`config.mk`:
```
export PLATFORM = sky130hd
export DESIGN_NAME = ssf_top
export DESIGN_NICKNAME = d
export VERILOG_FILES = /design/src/ssf_pkg.sv /design/src/ssf_speed_detect.sv /design/src/ssf_sticky.sv /design/src/ssf_top.sv
export VERILOG_INCLUDE_DIRS = /design/src /design/src/src
export SDC_FILE = /design/constraint.sdc
export NUM_CORES = 1
export LEC_CHECK = 0
export BUFFER_PORTS_ARGS = -buffer_cell sky130_fd_sc_hd__clkbuf_2
export CORE_UTILIZATION = 45
export DETAILED_ROUTE_END_ITERATION = 10
export PLACE_DENSITY = 0.68
export SLEW_MARGIN = 20
export SYNTH_ARGS = -nofsm -noshare
export SYNTH_HDL_FRONTEND = slang
export SYNTH_HIERARCHICAL = 1
export SYNTH_SLANG_ARGS = --single-unit
```
`constraint.sdc`:
```
create_clock -name clk -period 4.3 [get_ports clk]
set_input_delay 0.215 -clock clk [delete_from_list [all_inputs] [get_ports clk]]
set_output_delay 0.215 -clock clk [all_outputs]
set_load 0.1 [all_outputs]
```
`src/ssf_regs.svh`:
```
// Register offsets, field positions, reset values for the spindle status flags
`ifndef SSF_REGS_SVH
`define SSF_REGS_SVH

// ****************************************************************
// Register byte offsets on the APB slave
// ****************************************************************
`define SSF_OFF_LEVEL      8'h00
`define SSF_OFF_HYST       8'h04
`define SSF_OFF_WINDOW     8'h08
`define SSF_OFF_STATUS     8'h0C
`define SSF_OFF_IRQ_STS    8'h10
`define SSF_OFF_IRQ_MASK   8'h14

// ****************************************************************
// Interrupt bit positions and widths
// ****************************************************************
`define SSF_IRQ_SPEED      0
`define SSF_IRQ_REDET      1
`define SSF_IRQ_INPOS      2
`define SSF_IRQ_W          3
`define SSF_CFG_W          16

// ****************************************************************
// Reset values
// ****************************************************************
`define SSF_RST_LEVEL      16'h0000
`define SSF_RST_HYST       16'h0000
`define SSF_RST_WINDOW     16'h0000
`define SSF_RST_MASK       3'h0
`define SSF_RST_SPEED_FLAG 1'b1
`define SSF_RST_STATUS     16'h0000
`define SSF_RST_DATA       32'h00000000
`define SSF_MAINT_HI_ZERO  9'h000
`define SSF_IRQ_NONE       3'h0

`endif

```
`src/ssf_pkg.sv`:
```
// Types shared by the spindle status flag block
package ssf_pkg;

  // ****************************************************************
  // Status word seen by the numerical controller
  // ****************************************************************
  typedef struct packed {
    logic       second_inposition_flag;
    logic       holding_boost_active;
    logic       zero_redetect_done;
    logic       gain_set2_active;
    logic       excitation_set2_active;
    logic [8:0] maint_hi;
    logic       speed_detect_output;
    logic       maint_lo;
  } ssf_status_t;

  // ****************************************************************
  // Feedback from the motor control loop
  // ****************************************************************
  typedef struct packed {
    logic signed [15:0] motor_speed;
    logic signed [15:0] position_droop;
    logic               excitation_set2_in_use;
    logic               gain_set2_in_use;
    logic               observer_running;
    logic               redetect_finished;
  } ssf_drive_fb_t;

  // ****************************************************************
  // Zero-point re-detection handshake states
  // ****************************************************************
  typedef enum logic [1:0] {
    SSF_RD_IDLE = 2'b00,
    SSF_RD_BUSY = 2'b01,
    SSF_RD_DONE = 2'b10
  } ssf_redet_state_t;

endpackage

```
`src/ssf_speed_detect.sv`:
```
// Speed detection comparator with hysteresis on absolute speed
`include "ssf_regs.svh"
module ssf_speed_detect
(
  // Clock and reset
  input  wire logic                    clk,
  input  wire logic                    srst,
  // Control cycle strobe
  input  wire logic                    update,
  // Speed and thresholds
  input  wire logic signed [15:0]      speed,
  input  wire logic [`SSF_CFG_W-1:0]   level,
  input  wire logic [`SSF_CFG_W-1:0]   hyst,
  // Flag and its next value
  output logic                         flag,
  output logic                         flag_next
);

  logic              flag_reg;
  wire logic [16:0]  speed_ext  = {speed[15], speed};
  // Magnitude, so both directions behave the same
  wire logic [16:0]  speed_abs  = speed[15] ? (17'h00000 - speed_ext) : speed_ext;
  wire logic [16:0]  upper      = {1'b0, level} + {1'b0, hyst};
  wire logic         rise_above = speed_abs > upper;
  wire logic         fall_below = speed_abs < {1'b0, level};

  // Hold between thresholds
  assign flag_next = rise_above ? 1'b0 :
                     fall_below ? 1'b1 :
                     flag_reg;
  assign flag      = flag_reg;

  // Flag state
  always_ff @(posedge clk)
  begin
    if (srst)
      flag_reg <= `SSF_RST_SPEED_FLAG;
    else if (update)
      flag_reg <= flag_next;
  end

endmodule

```
`src/ssf_sticky.sv`:
```
// Sticky event bits, set wins over write-one-to-clear
module ssf_sticky
#(
  parameter int WIDTH = 1
)
(
  // Clock and reset
  input  wire logic             clk,
  input  wire logic             srst,
  // Events and clears
  input  wire logic [WIDTH-1:0] set,
  input  wire logic [WIDTH-1:0] clr,
  // Held bits
  output logic [WIDTH-1:0]      sts
);

  logic [WIDTH-1:0] sts_reg;
  wire  logic [WIDTH-1:0] sts_next = (sts_reg & ~clr) | set;

  // Sticky storage
  always_ff @(posedge clk)
  begin
    if (srst)
      sts_reg <= '0;
    else
      sts_reg <= sts_next;
  end

  assign sts = sts_reg;

endmodule

```
`src/ssf_top.sv`:
```
// Spindle status flag block with APB registers and interrupt
// Summary of operation
// - Clear speed flag above level plus hysteresis
// - Set speed flag below detect level
// - Compare absolute speed, direction independent
// - Excitation indicator high for set two
// - Excitation indicator low for set one
// - Gain indicator high for gain group two
// - Gain indicator low for gain group one
// - Done flag only after requested re-detection finishes
// - Dropping request clears done flag
// - Boost flag while observer runs on request
// - Second in-position when droop inside window
//
// Chosen here: the placing of the registers and register access over APB.
`include "ssf_regs.svh"
module ssf_top
  import ssf_pkg::*;
(
  // Clock and reset
  input  wire logic                  clk,
  input  wire logic                  srst,
  // APB slave
  input  wire logic [7:0]            paddr,
  input  wire logic                  psel,
  input  wire logic                  penable,
  input  wire logic                  pwrite,
  input  wire logic [31:0]           pwdata,
  output logic [31:0]                prdata,
  output logic                       pready,
  output logic                       pslverr,
  // Numerical controller side
  input  wire logic                  redetect_request,
  input  wire logic                  holding_boost_request,
  output ssf_pkg::ssf_status_t       status_word,
  // Motor control loop side
  input  wire logic                  ctrl_cycle_tick,
  input  wire ssf_pkg::ssf_drive_fb_t drive_fb,
  output logic                       redetect_busy,
  // Interrupt
  output logic                       irq
);

  import ssf_pkg::*;

  // ****************************************************************
  // State declarations
  // ****************************************************************
  logic [`SSF_CFG_W-1:0] level_reg;
  logic [`SSF_CFG_W-1:0] hyst_reg;
  logic [`SSF_CFG_W-1:0] window_reg;
  logic [`SSF_IRQ_W-1:0] mask_reg;
  ssf_status_t           status_reg;
  ssf_status_t           status_next;
  ssf_redet_state_t      redet_reg;
  ssf_redet_state_t      redet_next;
  logic                  redetect_busy_reg;
  logic                  irq_reg;
  logic [31:0]           prdata_reg;
  logic                  pready_reg;
  logic                  pslverr_reg;
  logic                  speed_flag;
  logic                  speed_flag_next;
  logic [`SSF_IRQ_W-1:0] irq_sts;

  // ****************************************************************
  // APB decode
  // ****************************************************************

  // Phase qualifiers
  wire logic setup_phase = psel & ~penable;
  wire logic access_done = psel & penable & pready_reg;
  wire logic wr_en       = access_done & pwrite;

  // Address selects
  wire logic sel_level   = paddr == `SSF_OFF_LEVEL;
  wire logic sel_hyst    = paddr == `SSF_OFF_HYST;
  wire logic sel_window  = paddr == `SSF_OFF_WINDOW;
  wire logic sel_status  = paddr == `SSF_OFF_STATUS;
  wire logic sel_irq_sts = paddr == `SSF_OFF_IRQ_STS;
  wire logic sel_mask    = paddr == `SSF_OFF_IRQ_MASK;
  wire logic addr_hit    = sel_level | sel_hyst | sel_window |
                           sel_status | sel_irq_sts | sel_mask;

  // Read data selection, narrow registers zero extended
  wire logic [31:0] rd_data =
    sel_level   ? {16'h0000, level_reg}          :
    sel_hyst    ? {16'h0000, hyst_reg}           :
    sel_window  ? {16'h0000, window_reg}         :
    sel_status  ? {16'h0000, status_reg}         :
    sel_irq_sts ? {29'h0000000, irq_sts}         :
    sel_mask    ? {29'h0000000, mask_reg}        :
                  `SSF_RST_DATA;

  // ****************************************************************
  // Configuration register next values
  // ****************************************************************

  // Written only at the completing access edge
  wire logic [`SSF_CFG_W-1:0] level_next =
    (wr_en & sel_level) ? pwdata[`SSF_CFG_W-1:0] : level_reg;
  wire logic [`SSF_CFG_W-1:0] hyst_next =
    (wr_en & sel_hyst) ? pwdata[`SSF_CFG_W-1:0] : hyst_reg;
  wire logic [`SSF_CFG_W-1:0] window_next =
    (wr_en & sel_window) ? pwdata[`SSF_CFG_W-1:0] : window_reg;
  wire logic [`SSF_IRQ_W-1:0] mask_next =
    (wr_en & sel_mask) ? pwdata[`SSF_IRQ_W-1:0] : mask_reg;

  // Write-one-to-clear of interrupt status
  wire logic [`SSF_IRQ_W-1:0] irq_clr =
    (wr_en & sel_irq_sts) ? pwdata[`SSF_IRQ_W-1:0] : `SSF_IRQ_NONE;

  // ****************************************************************
  // APB answer registers
  // ****************************************************************

  // Answer prepared in setup, ready in the access cycle
  always_ff @(posedge clk)
  begin
    if (srst)
    begin
      prdata_reg  <= `SSF_RST_DATA;
      pready_reg  <= 1'b0;
      pslverr_reg <= 1'b0;
    end
    else
    begin
      prdata_reg  <= setup_phase ? rd_data : prdata_reg;
      pready_reg  <= setup_phase;
      pslverr_reg <= setup_phase & ~addr_hit;
    end
  end

  // Configuration storage
  always_ff @(posedge clk)
  begin
    if (srst)
    begin
      level_reg  <= `SSF_RST_LEVEL;
      hyst_reg   <= `SSF_RST_HYST;
      window_reg <= `SSF_RST_WINDOW;
      mask_reg   <= `SSF_RST_MASK;
    end
    else
    begin
      level_reg  <= level_next;
      hyst_reg   <= hyst_next;
      window_reg <= window_next;
      mask_reg   <= mask_next;
    end
  end

  // ****************************************************************
  // Speed detection
  // ****************************************************************

  // Hysteresis comparator stepped by the control cycle
  ssf_speed_detect u_speed
  (
    .clk       (clk),
    .srst      (srst),
    .update    (ctrl_cycle_tick),
    .speed     (drive_fb.motor_speed),
    .level     (level_reg),
    .hyst      (hyst_reg),
    .flag      (speed_flag),
    .flag_next (speed_flag_next)
  );

  // ****************************************************************
  // Zero-point re-detection handshake
  // ****************************************************************

  // Done only after finish seen while requested
  always_comb
  begin
    redet_next = redet_reg;
    unique case (redet_reg)
      SSF_RD_IDLE:
      begin
        if (redetect_request)
          redet_next = SSF_RD_BUSY;
      end
      SSF_RD_BUSY:
      begin
        if (!redetect_request)
          redet_next = SSF_RD_IDLE;
        else if (drive_fb.redetect_finished)
          redet_next = SSF_RD_DONE;
      end
      SSF_RD_DONE:
      begin
        if (!redetect_request)
          redet_next = SSF_RD_IDLE;
      end
      default:
        redet_next = SSF_RD_IDLE;
    endcase
  end

  // Handshake state and busy indication
  always_ff @(posedge clk)
  begin
    if (srst)
    begin
      redet_reg         <= SSF_RD_IDLE;
      redetect_busy_reg <= 1'b0;
    end
    else
    begin
      redet_reg         <= redet_next;
      redetect_busy_reg <= redet_next == SSF_RD_BUSY;
    end
  end

  // ****************************************************************
  // Second in-position window
  // ****************************************************************

  // Droop magnitude against window, servo state ignored
  wire logic [16:0] droop_ext = {drive_fb.position_droop[15], drive_fb.position_droop};
  wire logic [16:0] droop_abs = drive_fb.position_droop[15] ?
                                (17'h00000 - droop_ext) : droop_ext;
  wire logic        inpos2    = droop_abs <= {1'b0, window_reg};

  // ****************************************************************
  // Status word assembly
  // ****************************************************************

  // Set one versus set two follow the loop's selection
  wire logic exc2  = drive_fb.excitation_set2_in_use;
  wire logic gain2 = drive_fb.gain_set2_in_use;
  // Boost only while requested and observer active
  wire logic boost = holding_boost_request & drive_fb.observer_running;

  // Next snapshot; maintenance bits held at zero
  always_comb
  begin
    status_next                        = status_reg;
    status_next.second_inposition_flag = inpos2;
    status_next.holding_boost_active   = boost;
    status_next.zero_redetect_done     = redet_next == SSF_RD_DONE;
    status_next.gain_set2_active       = gain2;
    status_next.excitation_set2_active = exc2;
    status_next.maint_hi               = `SSF_MAINT_HI_ZERO;
    status_next.speed_detect_output    = speed_flag_next;
    status_next.maint_lo               = 1'b0;
  end

  // One consistent snapshot per control cycle
  always_ff @(posedge clk)
  begin
    if (srst)
      status_reg <= `SSF_RST_STATUS;
    else if (ctrl_cycle_tick)
      status_reg <= status_next;
  end

  // ****************************************************************
  // Interrupt events
  // ****************************************************************

  // Events seen at the snapshot edge
  // Compared with the comparator's own flag, so the first tick after reset is an event only if that flag itself changes
  wire logic ev_speed = speed_flag_next ^ speed_flag;
  wire logic ev_redet = status_next.zero_redetect_done & ~status_reg.zero_redetect_done;
  wire logic ev_inpos = status_next.second_inposition_flag &
                        ~status_reg.second_inposition_flag;

  // Event vector in status bit layout
  wire logic [`SSF_IRQ_W-1:0] irq_set =
    ctrl_cycle_tick ? {ev_inpos, ev_redet, ev_speed} : `SSF_IRQ_NONE;

  // Sticky bits, a new event beats a clear
  ssf_sticky
  #(
    .WIDTH (`SSF_IRQ_W)
  )
  u_irq_sts
  (
    .clk  (clk),
    .srst (srst),
    .set  (irq_set),
    .clr  (irq_clr),
    .sts  (irq_sts)
  );

  // Masked interrupt level
  wire logic irq_next = |(irq_sts & mask_reg);

  // Interrupt output register
  always_ff @(posedge clk)
  begin
    if (srst)
      irq_reg <= 1'b0;
    else
      irq_reg <= irq_next;
  end

  // ****************************************************************
  // Outputs
  // ****************************************************************

  // All outputs straight from flip-flops
  assign prdata        = prdata_reg;
  assign pready        = pready_reg;
  assign pslverr       = pslverr_reg;
  assign status_word   = status_reg;
  assign redetect_busy = redetect_busy_reg;
  assign irq           = irq_reg;

endmodule

```
Word-level counts from Yosys, hierarchy flattened
Cells that the tools add are included.
{ "word_totals": {"reg_bits": 99, "input_bits": 84, "word_cells": 80} }
{ "op_classes": {"addsub": 3, "order_cmp": 3, "n_eq_ne": 9, "muxes": 17, "n_bitwise": 27, "n_reduce_logical": 3} }
{ "ops": {"columns": ["operator", "count"], "rows": [
  ["16-bit two-way mux", 4],
  ["17-bit two-way mux", 2],
  ["1-bit by 16-bit subtractor with 17-bit output, first input constant", 2],
  ["16-bit by 16-bit adder with 17-bit output", 1],
  ["17-bit > comparator", 1],
  ["17-bit by 16-bit <= comparator with 1-bit output", 1],
  ["17-bit by 16-bit < comparator with 1-bit output", 1],
  ["8-bit by 4-bit == test with 1-bit output, second input constant", 2],
  ["8-bit by 5-bit == test with 1-bit output, second input constant", 2],
  ["1-bit AND", 13],
  ["3-bit two-way mux", 4],
  ["8-bit by 3-bit == test with 1-bit output, second input constant", 1],
  ["8-bit zero test", 1],
  ["2-bit two-way mux", 4],
  ["3-bit AND", 2],
  ["2-bit case mux with 3 select lines", 1],
  ["1-bit bitwise OR", 5],
  ["2-bit by 1-bit == test with 1-bit output, second input constant", 2],
  ["2-bit == test, second input constant", 2],
  ["1-bit NOT", 4],
  ["3-bit NOT", 1],
  ["3-bit bitwise OR", 1],
  ["3-bit OR reduction", 1],
  ["2-bit zero test", 1],
  ["other kinds (2)", 3]
]} }

Logic depth before layout (Yosys ltp)
{ "depth": {"ltp_word": 8, "depth_mapped": 20, "mapped_depth_nobuf": 20} }

Hierarchy
Netlist, hierarchy kept.
{ "modules_own_cells": {"columns": ["module", "instances", "cells_per_inst", "area_each_um2"], "rows": [
  ["ssf_top", 1, 516, 4197.8],
  ["ssf_speed_detect", 1, 223, 1751.7],
  ["ssf_sticky", 1, 12, 105.1]
]} }

Least setup slack after synthesis
No wires, ideal clock.
{ "synth_timing": {"path_type": "reg2reg", "start": "reg level_reg[0]", "end": "reg u_irq_sts.sts_reg[0] (netlist: u_irq_sts/sts[0])", "setup_ns": 0.116, "t_arrival_ns": 3.466, "t_required_ns": 4.184, "setup_slack_ns": 0.718, "path_stages_with_launch": 21, "path_cell_list": "dfxtp_1 ha_1 fa_1 a21o_1 a21oi_1 o21bai_1 a41o_1 a21o_1 a21oi_1 xor2_1 ha_1 a21o_1 a21oi_1 nor2b_1 o41ai_1 a21oi_1 nor2_1 xnor2_1 nor2_1 inv_1 a21oi_1"} }
{ "synth_via": {"elab_chain_cells": 6, "elab_cells_between_ends": 8} }
{ "synth_rtl": {"columns": ["item", "line_no", "rtl"], "rows": [
  ["start: declaration", "ssf_top.sv:49", "logic [`SSF_CFG_W-1:0] level_reg;"],
  ["start signal: assignment", "ssf_top.sv:139", "level_reg <= `SSF_RST_LEVEL;"],
  ["start signal: assignment", "ssf_top.sv:146", "level_reg <= level_next;"],
  ["16-bit by 16-bit adder with 17-bit output / 17-bit by 16-bit < comparator with 1-bit output (equally long branches)", "ssf_speed_detect.sv:23, ssf_speed_detect.sv:25", null],
  ["17-bit > comparator / 1-bit two-way mux (equally long branches)", "ssf_speed_detect.sv:24, ssf_speed_detect.sv:29", null],
  ["1-bit two-way mux (*)", "ssf_speed_detect.sv:28", "assign flag_next = rise_above ? 1'b0 :"],
  ["via speed_flag_next", "ssf_top.sv:63", "logic speed_flag_next;"],
  ["1-bit bitwise XOR (*)", "ssf_top.sv:265", "wire logic ev_speed = speed_flag_next ^ speed_flag;"],
  ["3-bit two-way mux (no source line) (*)", null, null],
  ["via irq_set[0]", "ssf_top.sv:271", "wire logic [`SSF_IRQ_W-1:0] irq_set ="],
  ["3-bit bitwise OR (*)", "ssf_sticky.sv:18", "wire logic [WIDTH-1:0] sts_next = (sts_reg & ~clr) | set;"],
  ["end signal: assignment", "ssf_sticky.sv:26", "sts_reg <= sts_next;"],
  ["end: declaration", "ssf_sticky.sv:17", "logic [WIDTH-1:0] sts_reg;"]
]} }
The timed path passes the listed nets; every way through them passes the cells marked *.
A chain may end at the register's enable or synchronous reset.

Worst setup path in the final report
Ends and elaborated chain as after synthesis.

==> impl_metrics.csv <==
group,metric,value,unit
worst_setup_path,cp_num_buf_inv,1,
logic_synthesis,synth_area_leader_cell,"dfxtp_1",
logic_synthesis,synth_xor_xnor_area_share,5.93,%
worst_setup_path,cp-end-kind,"flip-flop",
cells_and_area,layout_commonest_cell,"nand2_1",
logic_synthesis,ys.flop_type,"dfxtp_1",
global_route,grt_pass1_wl,24300,um
worst_setup_path,arrival,4.15,ns
floorplan,die-area,13900,um^2
clocking,clockBufferDepth,2,
floorplan,row_count,42,
detailed_routing,drc,0,
logic_synthesis,synth_edf_count,0,
global_route,grt_pass1_vias,5020,
worst_setup_path,worstSetupPathType,"flip-flop to flip-flop",
detailed_routing,wl,14900,um
detailed_routing,detail-route-antenna-nets,0,
pwr,p_leak,2.84,nW
flow_run,maxCapViolations,0,
clocking,cts_tree,"built",
cells_and_area,final_cell_area,6860,um^2
floorplan,die_h,118,um
global_route,grt_max_degree,66,
clocking,cts_root_buf,"clkbuf_16",
logic_synthesis,synth_simple_gate_area_share,21.7,%
place,dpl-instance-area,6530,um^2
place,dpl_worst_slack,0.353,ns
clocking,ctsResizeCount,0,
worst_hold_path,holdCritPathClass,"primary input to flip-flop",
floorplan,die_width,118,um
global_route,grt_overflow,0,
logic_synthesis,synth_area_leaders,"dfxtp_1 27%, ha_1 14%, a21oi_1 7.4%, nand2_1 6.6%, xnor2_1 4.8%",
logic_synthesis,synth-seq-cells,83,
logic_synthesis,synthCells,751,
worst_setup_path,path_cells,"ha_1 -> fa_1 -> a21o_1 -> a21oi_2 -> o21bai_1 -> a41o_1 -> a21o_1 -> a21oi_1 -> xor2_1 -> ha_1 -> a21o_1 -> a21oi_1 -> nor2b_1 -> o41ai_1 -> a21oi_1 -> nor2_1 -> xnor2_1 -> nor2_1 -> inv_1 -> a21oi_1",
floorplan,io_pins,136,
floorplan,start_util,45.9,%
logic_synthesis,netlist.area_leader.share,27.4,%
worst_setup_path,crit_path_frequent_cell,"a21oi_1",
worst_setup_path,reg2reg_depth,20,
sta,slew_viol_final,0,
logic_synthesis,synth_top_family_by_area,"simple AND/OR/NAND/NOR gates",
worst_setup_path,worstSetupStartpointType,"flip-flop",
global_route,antenna_found_initial,0,
cells_and_area,fin_util,52.0,%
pwr,powerDensity,297,nW/um^2
sta,rsz0062_at_grt,"false",
worst_setup_path,reg2reg_slack,0.34,ns
detailed_routing,drt_iter0_drc,330,
clocking,ctsHoldBuffers,0,
clocking,post_cts_buffers,0,
detailed_routing,via_count,5411,
global_route,grt_use_total,21.8,%
clocking,clk_pin_slew,0.06,ns
worst_hold_path,hold_depth,2,
worst_setup_path,cp_top_family,"compound AO/OA/AOI/OAI gates",
worst_setup_path,crit_path_top_delay_cell,"fa_1",
clocking,insertion_delay,0.34,ns
sta,clock_skew,0.00859,ns
clocking,htree_levels,3,
cells_and_area,finalNetCount,979,
place,hpwl,11600,um
cells_and_area,antenna_cells,0,
logic_synthesis,synth-compound-area-share,20.0,%
sta,min_period_over_period,92.1,%
sta,fin_crit,3.96,ns
sta,fmax,0.253,GHz
place,port_buffers,93,
worst_setup_path,crit_cells,20,
logic_synthesis,syn-cell-area,6050,um^2
sta,relSlewSlack,30.9,%
worst_setup_path,slowest_delay,0.41,ns
logic_synthesis,synthMuxAreaShare,2.56,%
logic_synthesis,ys_types,58,
sta,finalHoldViolations,0,
sta,final-setup-viol-count,0,
worst_setup_path,critPathRequiredTime,4.49,ns
logic_synthesis,synth.avg_cell_area,8.06,um^2
cells_and_area,drive_gt1_share,16.2,%
worst_setup_path,crit_fanout,4,
clocking,cts_buffers,9,
pwr,p_total,2.04,mW
detailed_routing,vias_per_cell,5.37,
outcome,outcome,"finished clean",
sta,worst_pin_slew,1.03,ns
logic_synthesis,ys_async_sr_fraction,0,%
place,gp_congestion,0.879,
floorplan,fp.coreArea,13200,um^2
cells_and_area,syn_to_final_growth,13.3,%
pwr,peakVddDrop,0.300,mV
cells_and_area,layout_common_cells,"107 x nand2_1, 93 x clkbuf_2, 89 x a21oi_1, 83 x dfxtp_1, 66 x ha_1",
logic_synthesis,yosys_warnings,6,
sta,setup_tns,0,ns
logic_synthesis,synth-adder-area-share,14.0,%
detailed_routing,dr.pass1.iters,5,
clocking,clock_sinks,83,
sta,setup_slack,0.342,ns
logic_synthesis,yosysSeqAreaShare,27.4,%
detailed_routing,drt-wirelength-per-cell,14.8,um
-- power breakdown --
| part | switching, mW | total, mW | internal [mW] |
|---|---|---|---|
| clock | 0.303 | 0.839 | 0.537 |
| combinational | 0.289 | 0.413 | 0.125 |
| sequential | 0.00925 | 0.787 | 0.778 |
| total | 0.600 | 2.04 | 1.44 |
-- area by class of cell --
type	count	area [um^2]
Fill cell	1326	6330
Multi-Input combinational cell	593	3990
Sequential cell	83	1660
Timing Repair Buffer	96	488
Clock buffer	11	253
Tap cell	176	220
Inverter	45	169
Clock inverter	4	73.8
-- logic make-up after synthesis --
logic type,Yosys count
and+or+nand+nor,255
AOI/OAI and AO/OA,190
buffers and inverters,100
DFF,83
adders and majority gates,67
xor gates and xnor gates,41
muxes,13
other,2
-- worst register-to-register path, stage by stage, from the launching register on --
cell and delay [ns]:
dfxtp_1 0.33, ha_1 0.22, fa_1 0.41, a21o_1 0.19, a21oi_2 0.17, o21bai_1 0.12, a41o_1 0.30, a21o_1 0.19
a21oi_1 0.16, xor2_1 0.17, ha_1 0.26, a21o_1 0.18, a21oi_1 0.13, nor2b_1 0.06, o41ai_1 0.26, a21oi_1 0.16
nor2_1 0.20, xnor2_1 0.15, nor2_1 0.05, inv_1 0.05, a21oi_1 0.05
-- per-stage QoR --
| step | std cells | hold WS, ns |
|---|---|---|
| 6_report | 1008 | 0.0766 |
| 2_1_floorplan | 776 | 0.284 |
| 5_1_grt | 1008 | 0.0922 |
| 4_1_cts | 1008 | 0.0670 |
| 3_5_place_dp | 993 | 0.428 |
| 3_3_place_gp | 993 | 0.426 |
-- synth_stat cells, types with 4 or more instances --
cell type	instances
nand2_1	107
a21oi_1	90
dfxtp_1	83
ha_1	66
inv_1	45
xnor2_1	33
nand2b_1	32
nor2_1	28
buf_4	26
a21o_1	20
clkbuf_1	20
a32o_1	13
o21ai_0	13
mux2i_1	11
nand3_1	11
nand4_1	11
nand2_2	10
nor2b_1	10
o31ai_1	10
a22oi_1	8
and2_1	8
xor2_1	8
buf_2	7
a31oi_1	6
nor3_1	6
o21ai_1	5
nor4_1	4
o21a_1	4
o21bai_1	4
o41ai_1	4
or4_1	4
-- worst paths after layout --
kind / startpoint / end
max reg2reg: level_reg[0] / u_irq_sts/sts[0]
max: level_reg[0] / u_irq_sts/sts[0]
min: drive_fb[0] / redet_reg[0]
min reg2reg: window_reg[3] / window_reg[3]
-- per-layer routing --
layer	global-route usage, %	wire length (um)
met1	28.8	6970
met2	36.0	7060
met3	4.12	693
met4	6.01	218
met5	0	0
(Power assumes the default switching activity.)
